File: src/include/hsp_params.svh
// Register indices, field positions, reset values and mode codes.
`ifndef HSP_PARAMS_SVH
`define HSP_PARAMS_SVH

// Register indices; the byte address is four times the index.
`define HSP_IDX_DATA_BUF     12'h18C
`define HSP_IDX_RATE_DIV     12'h18D
`define HSP_IDX_CTRL         12'h1A0
`define HSP_IDX_STAT         12'h1A1

// Control register fields.
`define HSP_CTRL_STOP_EN     0
`define HSP_CTRL_MODE_LSB    4
`define HSP_CTRL_MODE_MSB    7

// Status register fields.
`define HSP_STAT_COLL        0
`define HSP_STAT_DONE        1
`define HSP_STAT_STOP_BUSY   2
`define HSP_STAT_XFER_BUSY   3
`define HSP_STAT_SCL_LVL     4
`define HSP_STAT_SDA_LVL     5

// Reset values.
`define HSP_RST_RATE_DIV     8'h00
`define HSP_RST_MODE         4'h0

// Operating select codes: SPI host uses codes up to this value.
`define HSP_MODE_SPI_HOST_MAX 4'h3
`define HSP_MODE_I2C_HOST    4'h8

// Serial clock half periods in one byte transfer.
`define HSP_XFER_HALVES      5'h10

`endif

File: src/include/hsp_pkg.sv
// Types shared by the serial port stop and bit-rate logic.
package hsp_pkg;

  typedef enum logic [2:0] {
    HSP_ST_IDLE     = 3'b000,
    HSP_ST_SDA_LOW  = 3'b001,
    HSP_ST_SCL_REL  = 3'b010,
    HSP_ST_SCL_HIGH = 3'b011,
    HSP_ST_SDA_REL  = 3'b100
  } hsp_stop_state_e;

  typedef logic [3:0] hsp_mode_t;
  typedef logic [7:0] hsp_byte_t;

endpackage : hsp_pkg

File: src/rtl/hsp_brg.sv
// Reload-and-count-down bit-rate generator.
`timescale 1ns/1ps
module hsp_brg #(
  parameter int WIDTH = 8
) (
  // Clock and reset.
  input  wire logic             ref_clk,
  input  wire logic             rst,
  // Control.
  input  wire logic             load,
  input  wire logic             run,
  input  wire logic [WIDTH-1:0] reload,
  // Status.
  output logic                  expired,
  output logic      [WIDTH-1:0] count
);

  logic prescale;
  wire  tick      = run && prescale;
  wire  at_zero   = (count == '0);

  // The counter steps at half the clock rate, so one half period is
  // (reload + 1) * 2 clocks and a full period (reload + 1) * 4 clocks.
  always_ff @(posedge ref_clk)
  begin
    if (rst || load)
    begin
      prescale <= 1'b0;
    end
    else if (run)
    begin
      prescale <= ~prescale;
    end
  end

  always_ff @(posedge ref_clk)
  begin
    if (rst)
    begin
      count <= '0;
    end
    else if (load || (tick && at_zero))
    begin
      count <= reload;
    end
    else if (tick)
    begin
      count <= count - 1'b1;
    end
  end

  always_ff @(posedge ref_clk)
  begin
    if (rst)
    begin
      expired <= 1'b0;
    end
    else
    begin
      expired <= tick && at_zero && !load;
    end
  end

endmodule : hsp_brg

File: src/rtl/hsp_stop_arb.sv
// Host serial port: Stop collision detection, bit-rate timing, registers.
//
// Implementation choice: the APB register port.
`timescale 1ns/1ps
`include "hsp_params.svh"
module hsp_stop_arb (
  // Clock and reset.
  input  wire logic               ref_clk,
  input  wire logic               rst,
  // APB slave.
  input  wire logic               psel,
  input  wire logic               penable,
  input  wire logic               pwrite,
  input  wire logic [11:0]        paddr,
  input  wire logic [31:0]        pwdata,
  output logic      [31:0]        prdata,
  output logic                    pready,
  output logic                    pslverr,
  // Two-wire bus pins.
  input  wire logic               scl_in,
  output logic                    scl_out,
  output logic                    scl_oe,
  input  wire logic               sda_in,
  output logic                    sda_out,
  output logic                    sda_oe,
  // Four-wire serial clock pin.
  output logic                    sck_out,
  // Events and client address views.
  output logic                    bus_collision_flag,
  output logic                    serial_done_flag,
  output logic                    stop_enable,
  output hsp_pkg::hsp_mode_t      port_operating_select,
  output logic      [6:0]         client_addr7,
  output logic      [1:0]         client_addr10_hi,
  output hsp_pkg::hsp_byte_t      client_addr10_lo
);
  import hsp_pkg::*;

  ////////////////////////////////////////////////////////////////////////
  // Register bus decode.

  hsp_byte_t       serial_data_buffer;
  hsp_byte_t       rate_divider_own_address;
  hsp_stop_state_e stop_state;
  hsp_stop_state_e next_stop_state;
  logic            xfer_active;
  logic [4:0]      xfer_halves;

  wire [9:0] reg_idx   = paddr[11:2];
  wire hit_buf   = (reg_idx == 10'(`HSP_IDX_DATA_BUF));
  wire hit_div   = (reg_idx == 10'(`HSP_IDX_RATE_DIV));
  wire hit_ctrl  = (reg_idx == 10'(`HSP_IDX_CTRL));
  wire hit_stat  = (reg_idx == 10'(`HSP_IDX_STAT));
  wire hit_any   = hit_buf || hit_div || hit_ctrl || hit_stat;
  wire setup_ph  = psel && !penable;
  wire wr_acc    = psel && penable && pready && pwrite && hit_any;
  wire wr_buf    = wr_acc && hit_buf;
  wire wr_div    = wr_acc && hit_div;
  wire wr_ctrl   = wr_acc && hit_ctrl;
  wire wr_stat   = wr_acc && hit_stat;

  wire stop_busy = (stop_state != HSP_ST_IDLE);

  wire [7:0] ctrl_rd = {port_operating_select, 3'h0, stop_enable};
  wire [7:0] stat_rd = {2'h0, sda_in, scl_in, xfer_active, stop_busy,
                        serial_done_flag, bus_collision_flag};
  wire [7:0] rd_mux  = hit_buf  ? serial_data_buffer :
                       hit_div  ? rate_divider_own_address :
                       hit_ctrl ? ctrl_rd :
                       hit_stat ? stat_rd : 8'h00;

  // Zero wait states: read data is captured in setup, write data and ready in access.
  always_ff @(posedge ref_clk)
  begin
    if (rst)
    begin
      pready  <= 1'b0;
      pslverr <= 1'b0;
      prdata  <= 32'h0000_0000;
    end
    else
    begin
      pready  <= setup_ph;
      pslverr <= setup_ph && !hit_any;
      prdata  <= (setup_ph && !pwrite) ? {24'h00_0000, rd_mux}
                                        : 32'h0000_0000;
    end
  end

  ////////////////////////////////////////////////////////////////////////
  // Data buffer and divider / own-address register.

  // The buffer has no reset so that it powers up undefined.
  always_ff @(posedge ref_clk)
  begin
    if (wr_buf)
    begin
      serial_data_buffer <= pwdata[7:0];
    end
  end

  always_ff @(posedge ref_clk)
  begin
    if (rst)
    begin
      rate_divider_own_address <= `HSP_RST_RATE_DIV;
    end
    else if (wr_div)
    begin
      rate_divider_own_address <= pwdata[7:0];
    end
  end

  // Client address views; unused divider bits are simply not routed.
  always_ff @(posedge ref_clk)
  begin
    if (rst)
    begin
      client_addr7     <= 7'h00;
      client_addr10_hi <= 2'h0;
      client_addr10_lo <= 8'h00;
    end
    else
    begin
      client_addr7     <= rate_divider_own_address[7:1];
      client_addr10_hi <= rate_divider_own_address[2:1];
      client_addr10_lo <= rate_divider_own_address;
    end
  end

  ////////////////////////////////////////////////////////////////////////
  // Bit-rate generator sharing between Stop timing and byte clocking.

  wire i2c_host  = (port_operating_select == `HSP_MODE_I2C_HOST);
  wire spi_host  = (port_operating_select <= `HSP_MODE_SPI_HOST_MAX);
  wire host_mode = i2c_host || spi_host;

  logic brg_expired;
  logic brg_load;

  // Stop and byte exclude each other on the generator: a byte cannot start mid-Stop, nor a Stop mid-byte.
  wire xfer_start = wr_buf && host_mode && !xfer_active && !stop_busy;
  wire xfer_last  = xfer_active && brg_expired &&
                    (xfer_halves == `HSP_XFER_HALVES - 5'h01);
  wire stop_timed = (stop_state == HSP_ST_SCL_HIGH) ||
                    (stop_state == HSP_ST_SDA_REL);
  wire brg_run    = xfer_active || stop_timed;

  hsp_brg #(
    .WIDTH (8)
  ) u_brg (
    .ref_clk (ref_clk),
    .rst     (rst),
    .load    (brg_load),
    .run     (brg_run),
    .reload  (rate_divider_own_address),
    .expired (brg_expired),
    .count   ()
  );

  always_ff @(posedge ref_clk)
  begin
    if (rst)
    begin
      xfer_active <= 1'b0;
      xfer_halves <= 5'h00;
    end
    else if (xfer_start)
    begin
      xfer_active <= 1'b1;
      xfer_halves <= 5'h00;
    end
    else if (xfer_last)
    begin
      xfer_active <= 1'b0;
    end
    else if (xfer_active && brg_expired)
    begin
      xfer_halves <= xfer_halves + 5'h01;
    end
  end

  // The clock toggles at each expiry during a byte transfer and keeps its level when stopped.
  always_ff @(posedge ref_clk)
  begin
    if (rst)
    begin
      sck_out <= 1'b0;
    end
    else if (xfer_active && brg_expired)
    begin
      sck_out <= ~sck_out;
    end
  end

  ////////////////////////////////////////////////////////////////////////
  // Stop condition sequencer with collision checks.

  wire stop_go   = wr_ctrl && pwdata[`HSP_CTRL_STOP_EN] && i2c_host &&
                   !stop_busy && !xfer_active;
  wire coll_scl  = (stop_state == HSP_ST_SCL_HIGH) && !scl_in;
  wire coll_sda  = (stop_state == HSP_ST_SDA_REL) && brg_expired &&
                   !sda_in;
  wire collision = coll_scl || coll_sda;
  wire stop_ok   = (stop_state == HSP_ST_SDA_REL) && brg_expired && sda_in;

  assign brg_load = xfer_start ||
                    ((stop_state == HSP_ST_SCL_REL) && scl_in) ||
                    ((stop_state == HSP_ST_SCL_HIGH) && brg_expired &&
                     scl_in);

  always_comb
  begin
    next_stop_state = stop_state;
    unique case (stop_state)
      HSP_ST_IDLE:
      begin
        if (stop_go)
        begin
          next_stop_state = HSP_ST_SDA_LOW;
        end
      end
      HSP_ST_SDA_LOW:
      begin
        if (!sda_in)
        begin
          next_stop_state = HSP_ST_SCL_REL;
        end
      end
      HSP_ST_SCL_REL:
      begin
        if (scl_in)
        begin
          next_stop_state = HSP_ST_SCL_HIGH;
        end
      end
      HSP_ST_SCL_HIGH:
      begin
        if (coll_scl)
        begin
          next_stop_state = HSP_ST_IDLE;
        end
        else if (brg_expired)
        begin
          next_stop_state = HSP_ST_SDA_REL;
        end
      end
      HSP_ST_SDA_REL:
      begin
        if (brg_expired)
        begin
          next_stop_state = HSP_ST_IDLE;
        end
      end
      default:
      begin
        next_stop_state = HSP_ST_IDLE;
      end
    endcase
  end

  always_ff @(posedge ref_clk)
  begin
    if (rst)
    begin
      stop_state <= HSP_ST_IDLE;
    end
    else
    begin
      stop_state <= next_stop_state;
    end
  end

  // Line drive: the host pulls low only; a released line floats high.
  wire next_sda_oe = (next_stop_state == HSP_ST_SDA_LOW) ||
                     (next_stop_state == HSP_ST_SCL_REL) ||
                     (next_stop_state == HSP_ST_SCL_HIGH);
  wire next_scl_oe = (next_stop_state == HSP_ST_SDA_LOW) ||
                     (xfer_active && i2c_host && !sck_out &&
                      !xfer_last);

  always_ff @(posedge ref_clk)
  begin
    if (rst)
    begin
      sda_oe  <= 1'b0;
      scl_oe  <= 1'b0;
      sda_out <= 1'b0;
      scl_out <= 1'b0;
    end
    else
    begin
      sda_oe  <= next_sda_oe;
      scl_oe  <= next_scl_oe;
      sda_out <= 1'b0;
      scl_out <= 1'b0;
    end
  end

  ////////////////////////////////////////////////////////////////////////
  // Control and status flags; a hardware set wins over a software clear.

  always_ff @(posedge ref_clk)
  begin
    if (rst)
    begin
      stop_enable           <= 1'b0;
      port_operating_select <= `HSP_RST_MODE;
    end
    else
    begin
      if (wr_ctrl)
      begin
        port_operating_select <=
          pwdata[`HSP_CTRL_MODE_MSB:`HSP_CTRL_MODE_LSB];
      end
      if (stop_go)
      begin
        stop_enable <= 1'b1;
      end
      else if (collision || stop_ok)
      begin
        stop_enable <= 1'b0;
      end
    end
  end

  always_ff @(posedge ref_clk)
  begin
    if (rst)
    begin
      bus_collision_flag <= 1'b0;
      serial_done_flag   <= 1'b0;
    end
    else
    begin
      if (collision)
      begin
        bus_collision_flag <= 1'b1;
      end
      else if (wr_stat && pwdata[`HSP_STAT_COLL])
      begin
        bus_collision_flag <= 1'b0;
      end
      if (stop_ok || xfer_last)
      begin
        serial_done_flag <= 1'b1;
      end
      else if (wr_stat && pwdata[`HSP_STAT_DONE])
      begin
        serial_done_flag <= 1'b0;
      end
    end
  end

endmodule : hsp_stop_arb

File: config.mk
export PLATFORM = sky130hd
export DESIGN_NAME = hsp_stop_arb
export DESIGN_NICKNAME = d
export VERILOG_FILES = /design/src/include/hsp_pkg.sv /design/src/rtl/hsp_brg.sv /design/src/rtl/hsp_stop_arb.sv
export VERILOG_INCLUDE_DIRS = /design/src /design/src/include
export SDC_FILE = /design/constraint.sdc
export NUM_CORES = 1
export LEC_CHECK = 0
export BUFFER_PORTS_ARGS = -buffer_cell sky130_fd_sc_hd__buf_2
export CAP_MARGIN = 20
export CORE_ASPECT_RATIO = 2
export CORE_MARGIN = 3
export CORE_UTILIZATION = 44
export CTS_CLUSTER_DIAMETER = 80
export CTS_CLUSTER_SIZE = 8
export DETAILED_ROUTE_END_ITERATION = 8
export PLACE_DENSITY = 0.76
export SLEW_MARGIN = 25
export SYNTH_ARGS = -nofsm -noshare
export SYNTH_HDL_FRONTEND = slang
export SYNTH_SLANG_ARGS = --single-unit
File: constraint.sdc
create_clock -name ref_clk -period 1.95 [get_ports ref_clk]
set_input_delay 0.2925 -clock ref_clk [delete_from_list [all_inputs] [get_ports ref_clk]]
set_output_delay 0.2925 -clock ref_clk [all_outputs]
set_load 0.01 [all_outputs]
==> impl_metrics.py, run 1 <==
metrics = {
    "run_status": {
        "outcome": "finished clean",
    },
    "global_routing": {
        "antenna_found_initial": 0,
        "grt_usage_pct": 18.0,
        "grt_overflow": 0,
        "grt_first_pass_wirelength_um": 10800,
        "grt_max_degree": 31,
        "first_global_vias": 2321,
    },
    "yosys": {
        "avgSynthCellArea_um2": 9.40,
        "synth.area.mux_share_pct": 5.41,
        "yosysMostFrequentCell": "dfxtp_1",
        "synth.distinct_cells": 50,
        "yosys.area_share.simple_pct": 22.0,
        "synthesis.area_mm2": 0.00301,
        "ys_ff_latch": 63,
        "synth_top_flop_cell": "dfxtp_1",
        "synth_common_cells": "dfxtp_1 (55), buf_4 (35), nor2_1 (34), nand2_1 (19), mux2i_1 (14)",
        "synth_top_area_cell": "dfxtp_1",
        "synth_top_family_by_area": "simple AND/OR/NAND/NOR gates",
        "synth-edff-count": 8,
        "synth_compound_area_share_pct": 11.2,
        "async_flop_share_pct": 0,
        "synthAdderAreaFrac_pct": 1.25,
        "yosys_warnings": 0,
        "synthCells": 320,
        "yosys.area_share.xor_xnor_pct": 3.20,
        "ys_seq_area_share_pct": 44.6,
        "synthTopCellsByArea": "dfxtp_1 (37%), buf_4 (8.7%), edfxtp_1 (8.0%), mux2i_1 (4.7%), nor2_1 (4.2%)",
        "synth_top_area_share_pct": 36.6,
    },
    "place": {
        "placed_area_mm2": 0.00336,
        "place_hpwl_um": 5290,
        "dp_cells": 467,
        "io_buffers": 61,
        "routabilityCongestion": 0.832,
    },
    "die": {
        "rows": 42,
        "core_mm2": 0.00662,
        "die-width_um": 64.5,
        "io_pins": 114,
        "die-area_mm2": 0.00792,
        "start_util_pct": 45.4,
        "die_h_um": 123,
    },
    "critical_path": {
        "end_kind": "register",
        "r2r_setup_slack_ns": 0.08,
        "reg2regPathDepth": 5,
        "r2r_start": "stop_state[0]$_SDFF_PP0_",
        "crit_fanout": 9,
        "critical_path_class": "register to register",
        "arrival_ns": 2.14,
        "critPathRequiredTime_ns": 2.21,
        "critPathLaunchType": "register",
        "timing.rr.end": "u_brg.count[3]$_SDFFE_PP0P_",
    },
    "timing": {
        "final.period_utilization_pct": 96.0,
        "drv_slew": 0,
        "fin_crit_ns": 1.87,
        "hold_viol": 0,
        "clock_skew_ns": 0.00508,
        "setup_viol": 0,
        "rsz0062_at_grt": "no",
        "fmax_ghz": 0.534,
    },
    "pwr": {
        "power.density_mw_per_mm2": 861,
        "ir_drop_v": 0.000469,
        "leakagePower_nw": 1.62,
    },
    "clock_network": {
        "cts-buffers-inserted": 9,
        "cts.sinks": 63,
        "clk_pin_slew_ns": 0.06,
        "cts-root-buf": "clkbuf_16",
        "clkLatencyLatePin_ns": 0.33,
        "cts_resized": 0,
        "h-tree-depth": 3,
        "cts_buffer_depth": 2,
        "cts_tree": "built",
        "postCtsSetupRepairBufs": 0,
        "holdBufCountCts": 0,
    },
    "run": {
        "cap_violations": 0,
    },
    "routing": {
        "antenna_left": 0,
        "vias_per_cell": 5.11,
        "drt_wl_total_um": 6870,
        "routed-via-count": 2466,
        "drtPass1Iterations": 4,
        "wl_per_cell_um": 14.2,
        "drc_errors": 0,
        "drt_iter0_markers": 155,
    },
    "hold_path": {
        "hold_path_class": "input port to register",
        "holdCritStartpoint": "pwdata[2]",
        "whs_path_depth": 1,
        "min_to": "serial_data_buffer[2]$_DFFE_PP_",
    },
    "layout": {
        "ff_latch_area_mm2": 0.00134,
        "multiInputGateArea_mm2": 0.00140,
        "final_area_mm2": 0.00369,
        "fin_cells": 483,
        "fin_nets": 444,
        "drive_gt1_share_pct": 28.1,
        "antennaDiodeCount": 0,
        "synthToLayoutAreaGrowth_pct": 22.7,
        "fill_cells": 616,
    },
}
[layer usage]
metal | share of wire, % | wire length [um] | up-vias | GRT usage [%]
met5 | 0 | 0 | - | 0
met4 | 3.8 | 259 | 0 | 13.0
met3 | 6.6 | 454 | 20 | 4.00
met2 | 52 | 3580 | 99 | 31.9
met1 | 37 | 2580 | 1148 | 18.3
li1 | - | - | 1199 | -
[worst max-delay path: stages (launching register included)]
cell	delay, ns
dfxtp_1	0.35
and3b_4	0.23
or3_1	0.34
and3_4	0.20
or4_4	0.53
o21ai_1	0.15
[registers in the layout, indices dropped and copies added (netlist names), 3 cells and up]
register	cells
prdata	8
stop_state	3
xfer_halves	5
u_brg.count	8
client_addr7	7
port_operating_select	4
serial_data_buffer	8
rate_divider_own_address	8
[power by group]
group	internal (mW)	switching, mW	total, mW	leakage [nW]
combinational	0.0318	0.0731	0.105	0.942
sequential	1.32	0.000517	1.32	0.515
clock	1.19	0.569	1.75	0.161
[area by class of cell]
| cell class | instances | area share, % |
|---|---|---|
| clock buffers | 10 | 6.78 |
| clock inverters | 6 | 2.20 |
| inverters | 8 | 0.814 |
| multi-input cells | 224 | 37.9 |
| flip-flops and latches | 63 | 36.4 |
| well taps | 88 | 2.99 |
| repair buffers | 84 | 13.0 |
[worst max-delay path by stage]
stage               cells after the start                          end                         from
floorplan                               8  u_brg.count[2]$_SDFFE_PP0P_     stop_state[2]$_SDFF_PP0_
global placement                        5  u_brg.count[7]$_SDFFE_PP0P_     stop_state[0]$_SDFF_PP0_
detailed placement                      5  u_brg.count[3]$_SDFFE_PP0P_     stop_state[0]$_SDFF_PP0_
CTS                                     5  u_brg.count[3]$_SDFFE_PP0P_     stop_state[0]$_SDFF_PP0_
global route                            7  xfer_halves[3]$_SDFFE_PP0P_  xfer_halves[0]$_SDFFE_PP0P_
finish                                  5  u_brg.count[3]$_SDFFE_PP0P_     stop_state[0]$_SDFF_PP0_
[layout by cell type (no fill, tap or decap), types with 3 or more instances in the layout]
cell and instances:
a21oi_1 12, a22o_1 3, a22oi_1 7, and2_1 4, buf_2 61, buf_4 23, clkbuf_16 10, conb_1 26
dfxtp_1 54, edfxtp_1 8, ha_1 3, inv_1 8, mux2i_1 14, nand2_1 19, nand3_1 6, nand3b_1 3
nand4_1 5, nor2_1 34, nor2b_1 12, nor3_1 4, nor3b_1 4, nor4_1 4, o21ai_0 4, o21ai_1 6
o22ai_1 4, o31ai_1 8, xnor2_1 4, xor2_1 7
[per-stage QoR]
step	power, mW	worst slack, ns	TNS (ns)	utilization [%]	hold slack [ns]
floorplan	1.44	-0.0806	-0.509	-	0.372
global placement	1.44	0.142	0	50.7	0.482
detailed placement	1.45	0.0947	0	50.7	0.493
CTS	3.19	0.0761	0	55.7	0.149
global route	3.25	0.00474	0	55.7	0.164
finish	3.18	0.0779	0	55.7	0.155
[cells by family (layout without fill, tap and decap cells)]
kind of cell,count (synthesis),after routing
compound gates,52,52
xor+xnor,11,11
fa+ha+maj,3,3
buf+inv,58,108
flops,63,63
mux,16,16
other cells,1,26
simple gates,116,116
No activity file was read; power rests on OpenSTA's default activity.
==> run 2: changes to the inputs <==
GPL_TIMING_DRIVEN = 0   (was not set)
==> run 2 against run 1 <==
Against the previous run: sequential power is essentially flat; largest power group unchanged; critical path type unchanged; the run now ends with negative setup slack left; sequential share of layout area decreased by 2.6 points; cell area rose by 7.8%; worst setup slack lost 0.11 ns; clock-buffer cell count decreased by 1.
==> impl_metrics.py, run 2 (synthesis gave the netlist of run 1 again) <==
metrics = {
    "global_routing": {
        "grt_first_pass_wirelength_um": 11500,
        "grt_max_degree": 12,
        "grt_usage_pct": 19.0,
        "first_global_vias": 2459,
        "grt_overflow": 0,
        "antenna_found_initial": 0,
    },
    "layout": {
        "utilization_pct": 60.1,
        "fin_cells": 517,
        "final_area_mm2": 0.00398,
        "layout_common_cells": "buf_2 (61), dfxtp_1 (52), buf_4 (44), nor2_1 (33), conb_1 (26)",
        "fin_nets": 478,
        "final_common_cell": "buf_2",
        "antennaDiodeCount": 0,
        "synthToLayoutAreaGrowth_pct": 32.3,
        "drive_gt1_share_pct": 35.0,
    },
    "pwr": {
        "combPwrFrac_pct": 5.0,
        "finalPower_mw": 3.01,
        "p_int_mw": 2.36,
        "ir_drop_v": 0.000587,
        "power.density_mw_per_mm2": 757,
        "clkPwrFrac_pct": 51.3,
        "leakagePower_nw": 1.79,
        "p_seq_share_pct": 43.7,
        "p_sw_uw": 656,
        "swShare_pct": 21.8,
    },
    "clock_network": {
        "holdBufCountCts": 0,
        "cts-root-buf": "clkbuf_16",
        "cts_tree": "built",
        "cts_buffer_depth": 2,
        "cts-buffers-inserted": 9,
        "clkLatencyLatePin_ns": 0.33,
        "h-tree-depth": 3,
        "clk_pin_slew_ns": 0.05,
        "cts.sinks": 63,
    },
    "routing": {
        "drtPass1Iterations": 4,
        "vias_per_cell": 5.02,
        "drt_wl_total_um": 7490,
        "wl_per_cell_um": 14.5,
        "antenna_left": 0,
        "drc_errors": 0,
        "routed-via-count": 2596,
        "drt_iter0_markers": 147,
    },
    "timing": {
        "setup_viol": 2,
        "fin_crit_ns": 1.98,
        "final.period_utilization_pct": 102,
        "rsz0062_at_grt": "yes",
        "worstMarginPinSlew_ns": 0.723,
        "tns_ns": -0.0623,
        "timing.hold.ws_ns": 0.155,
        "hold_viol": 0,
        "drv_slew": 0,
        "clock_skew_ns": 0.00437,
        "relSlewSlack_pct": 51.5,
        "setup_slack_ns": -0.0337,
        "fmax_ghz": 0.504,
    },
    "place": {
        "dp_cells": 494,
        "io_buffers": 61,
        "placed_area_mm2": 0.00355,
        "routabilityCongestion": 0.878,
        "place_hpwl_um": 5520,
        "pre_cts_slack_ns": -0.472,
    },
    "run_status": {
        "violations": "negative setup slack",
        "outcome": "complete, but fails checks",
    },
    "die": {
        "start_util_pct": 45.4,
        "core_mm2": 0.00662,
        "rows": 42,
        "die_h_um": 123,
        "die-width_um": 64.5,
        "io_pins": 114,
        "die-area_mm2": 0.00792,
    },
    "critical_path": {
        "end_kind": "register",
        "arrival_ns": 2.20,
        "critical_path_class": "register to register",
        "cp-startpoint": "stop_state[2]$_SDFF_PP0_",
        "critPathRequiredTime_ns": 2.17,
        "crit_fanout": 3,
        "r2r_start": "stop_state[2]$_SDFF_PP0_",
        "critPathLaunchType": "register",
    },
    "run": {
        "cap_violations": 0,
    },
    "hold_path": {
        "holdCritStartpoint": "pwdata[3]",
        "hold_path_class": "input port to register",
    },
}
-- run 2: changes by cell type in the layout (fill, tap and decap cells not counted), moves of 4 or more --
cell / delta
o21ai_2: +5
buf_4: +21
o21ai_1: -5
buf_6: +4
clkbuf_1: +8
-- run 2: worst paths after layout --
check | depth (start not counted) | end | slack [ns]
max reg2reg | 8 | u_brg.count[1]$_SDFFE_PP0P_ | -0.03
min reg2reg | 2 | stop_enable$_SDFFE_PP0P_ | 0.51
min | 1 | serial_data_buffer[3]$_DFFE_PP_ | 0.16
max | 8 | u_brg.count[1]$_SDFFE_PP0P_ | -0.03
-- run 2: metal layers --
layer  up-vias  wire length [um]  GRT usage (%)
met5         -                 0              0
met2       114              3840           33.1
met3        21               496           4.45
met4         0               284           12.5
met1      1192              2870           20.0
li1       1269                 -              -
-- run 2: power groups by stage --
stage	clock network (mW)	logic (mW)	registers (mW)
4_1_cts	1.56	0.145	1.32
5_1_grt	1.61	0.163	1.32
3_5_place_dp	0	0.144	1.34
6_report	1.55	0.149	1.32
2_1_floorplan	0	0.0933	1.34
3_3_place_gp	0	0.141	1.34
-- run 2: what timing repair did --
action                                  in CTS  in global routing
resized for setup                            7                 10
endpoints found under the setup margin      23                 20
cloned                                       0                  0
buffers inserted                             7                  4
pin swaps                                   11                  8
-- run 2: layout make-up --
cell class	count	area [um2]
Buffer	46	327
Clock buffer	9	225
Clock inverter	7	63.8
Fill cell	577	2650
Inverter	8	30.0
Multi-Input combinational cell	224	1470
Sequential cell	63	1350
Tap cell	88	110
Timing Repair Buffer	72	404
-- run 2: critical path, stage by stage, from the launching register on --
cell and delay (ns):
dfxtp_2 0.32, buf_6 0.11, buf_6 0.11, nor4_4 0.32
nand3b_1 0.19, nor4_4 0.26, buf_4 0.19, nor3_4 0.05
mux2_4 0.32
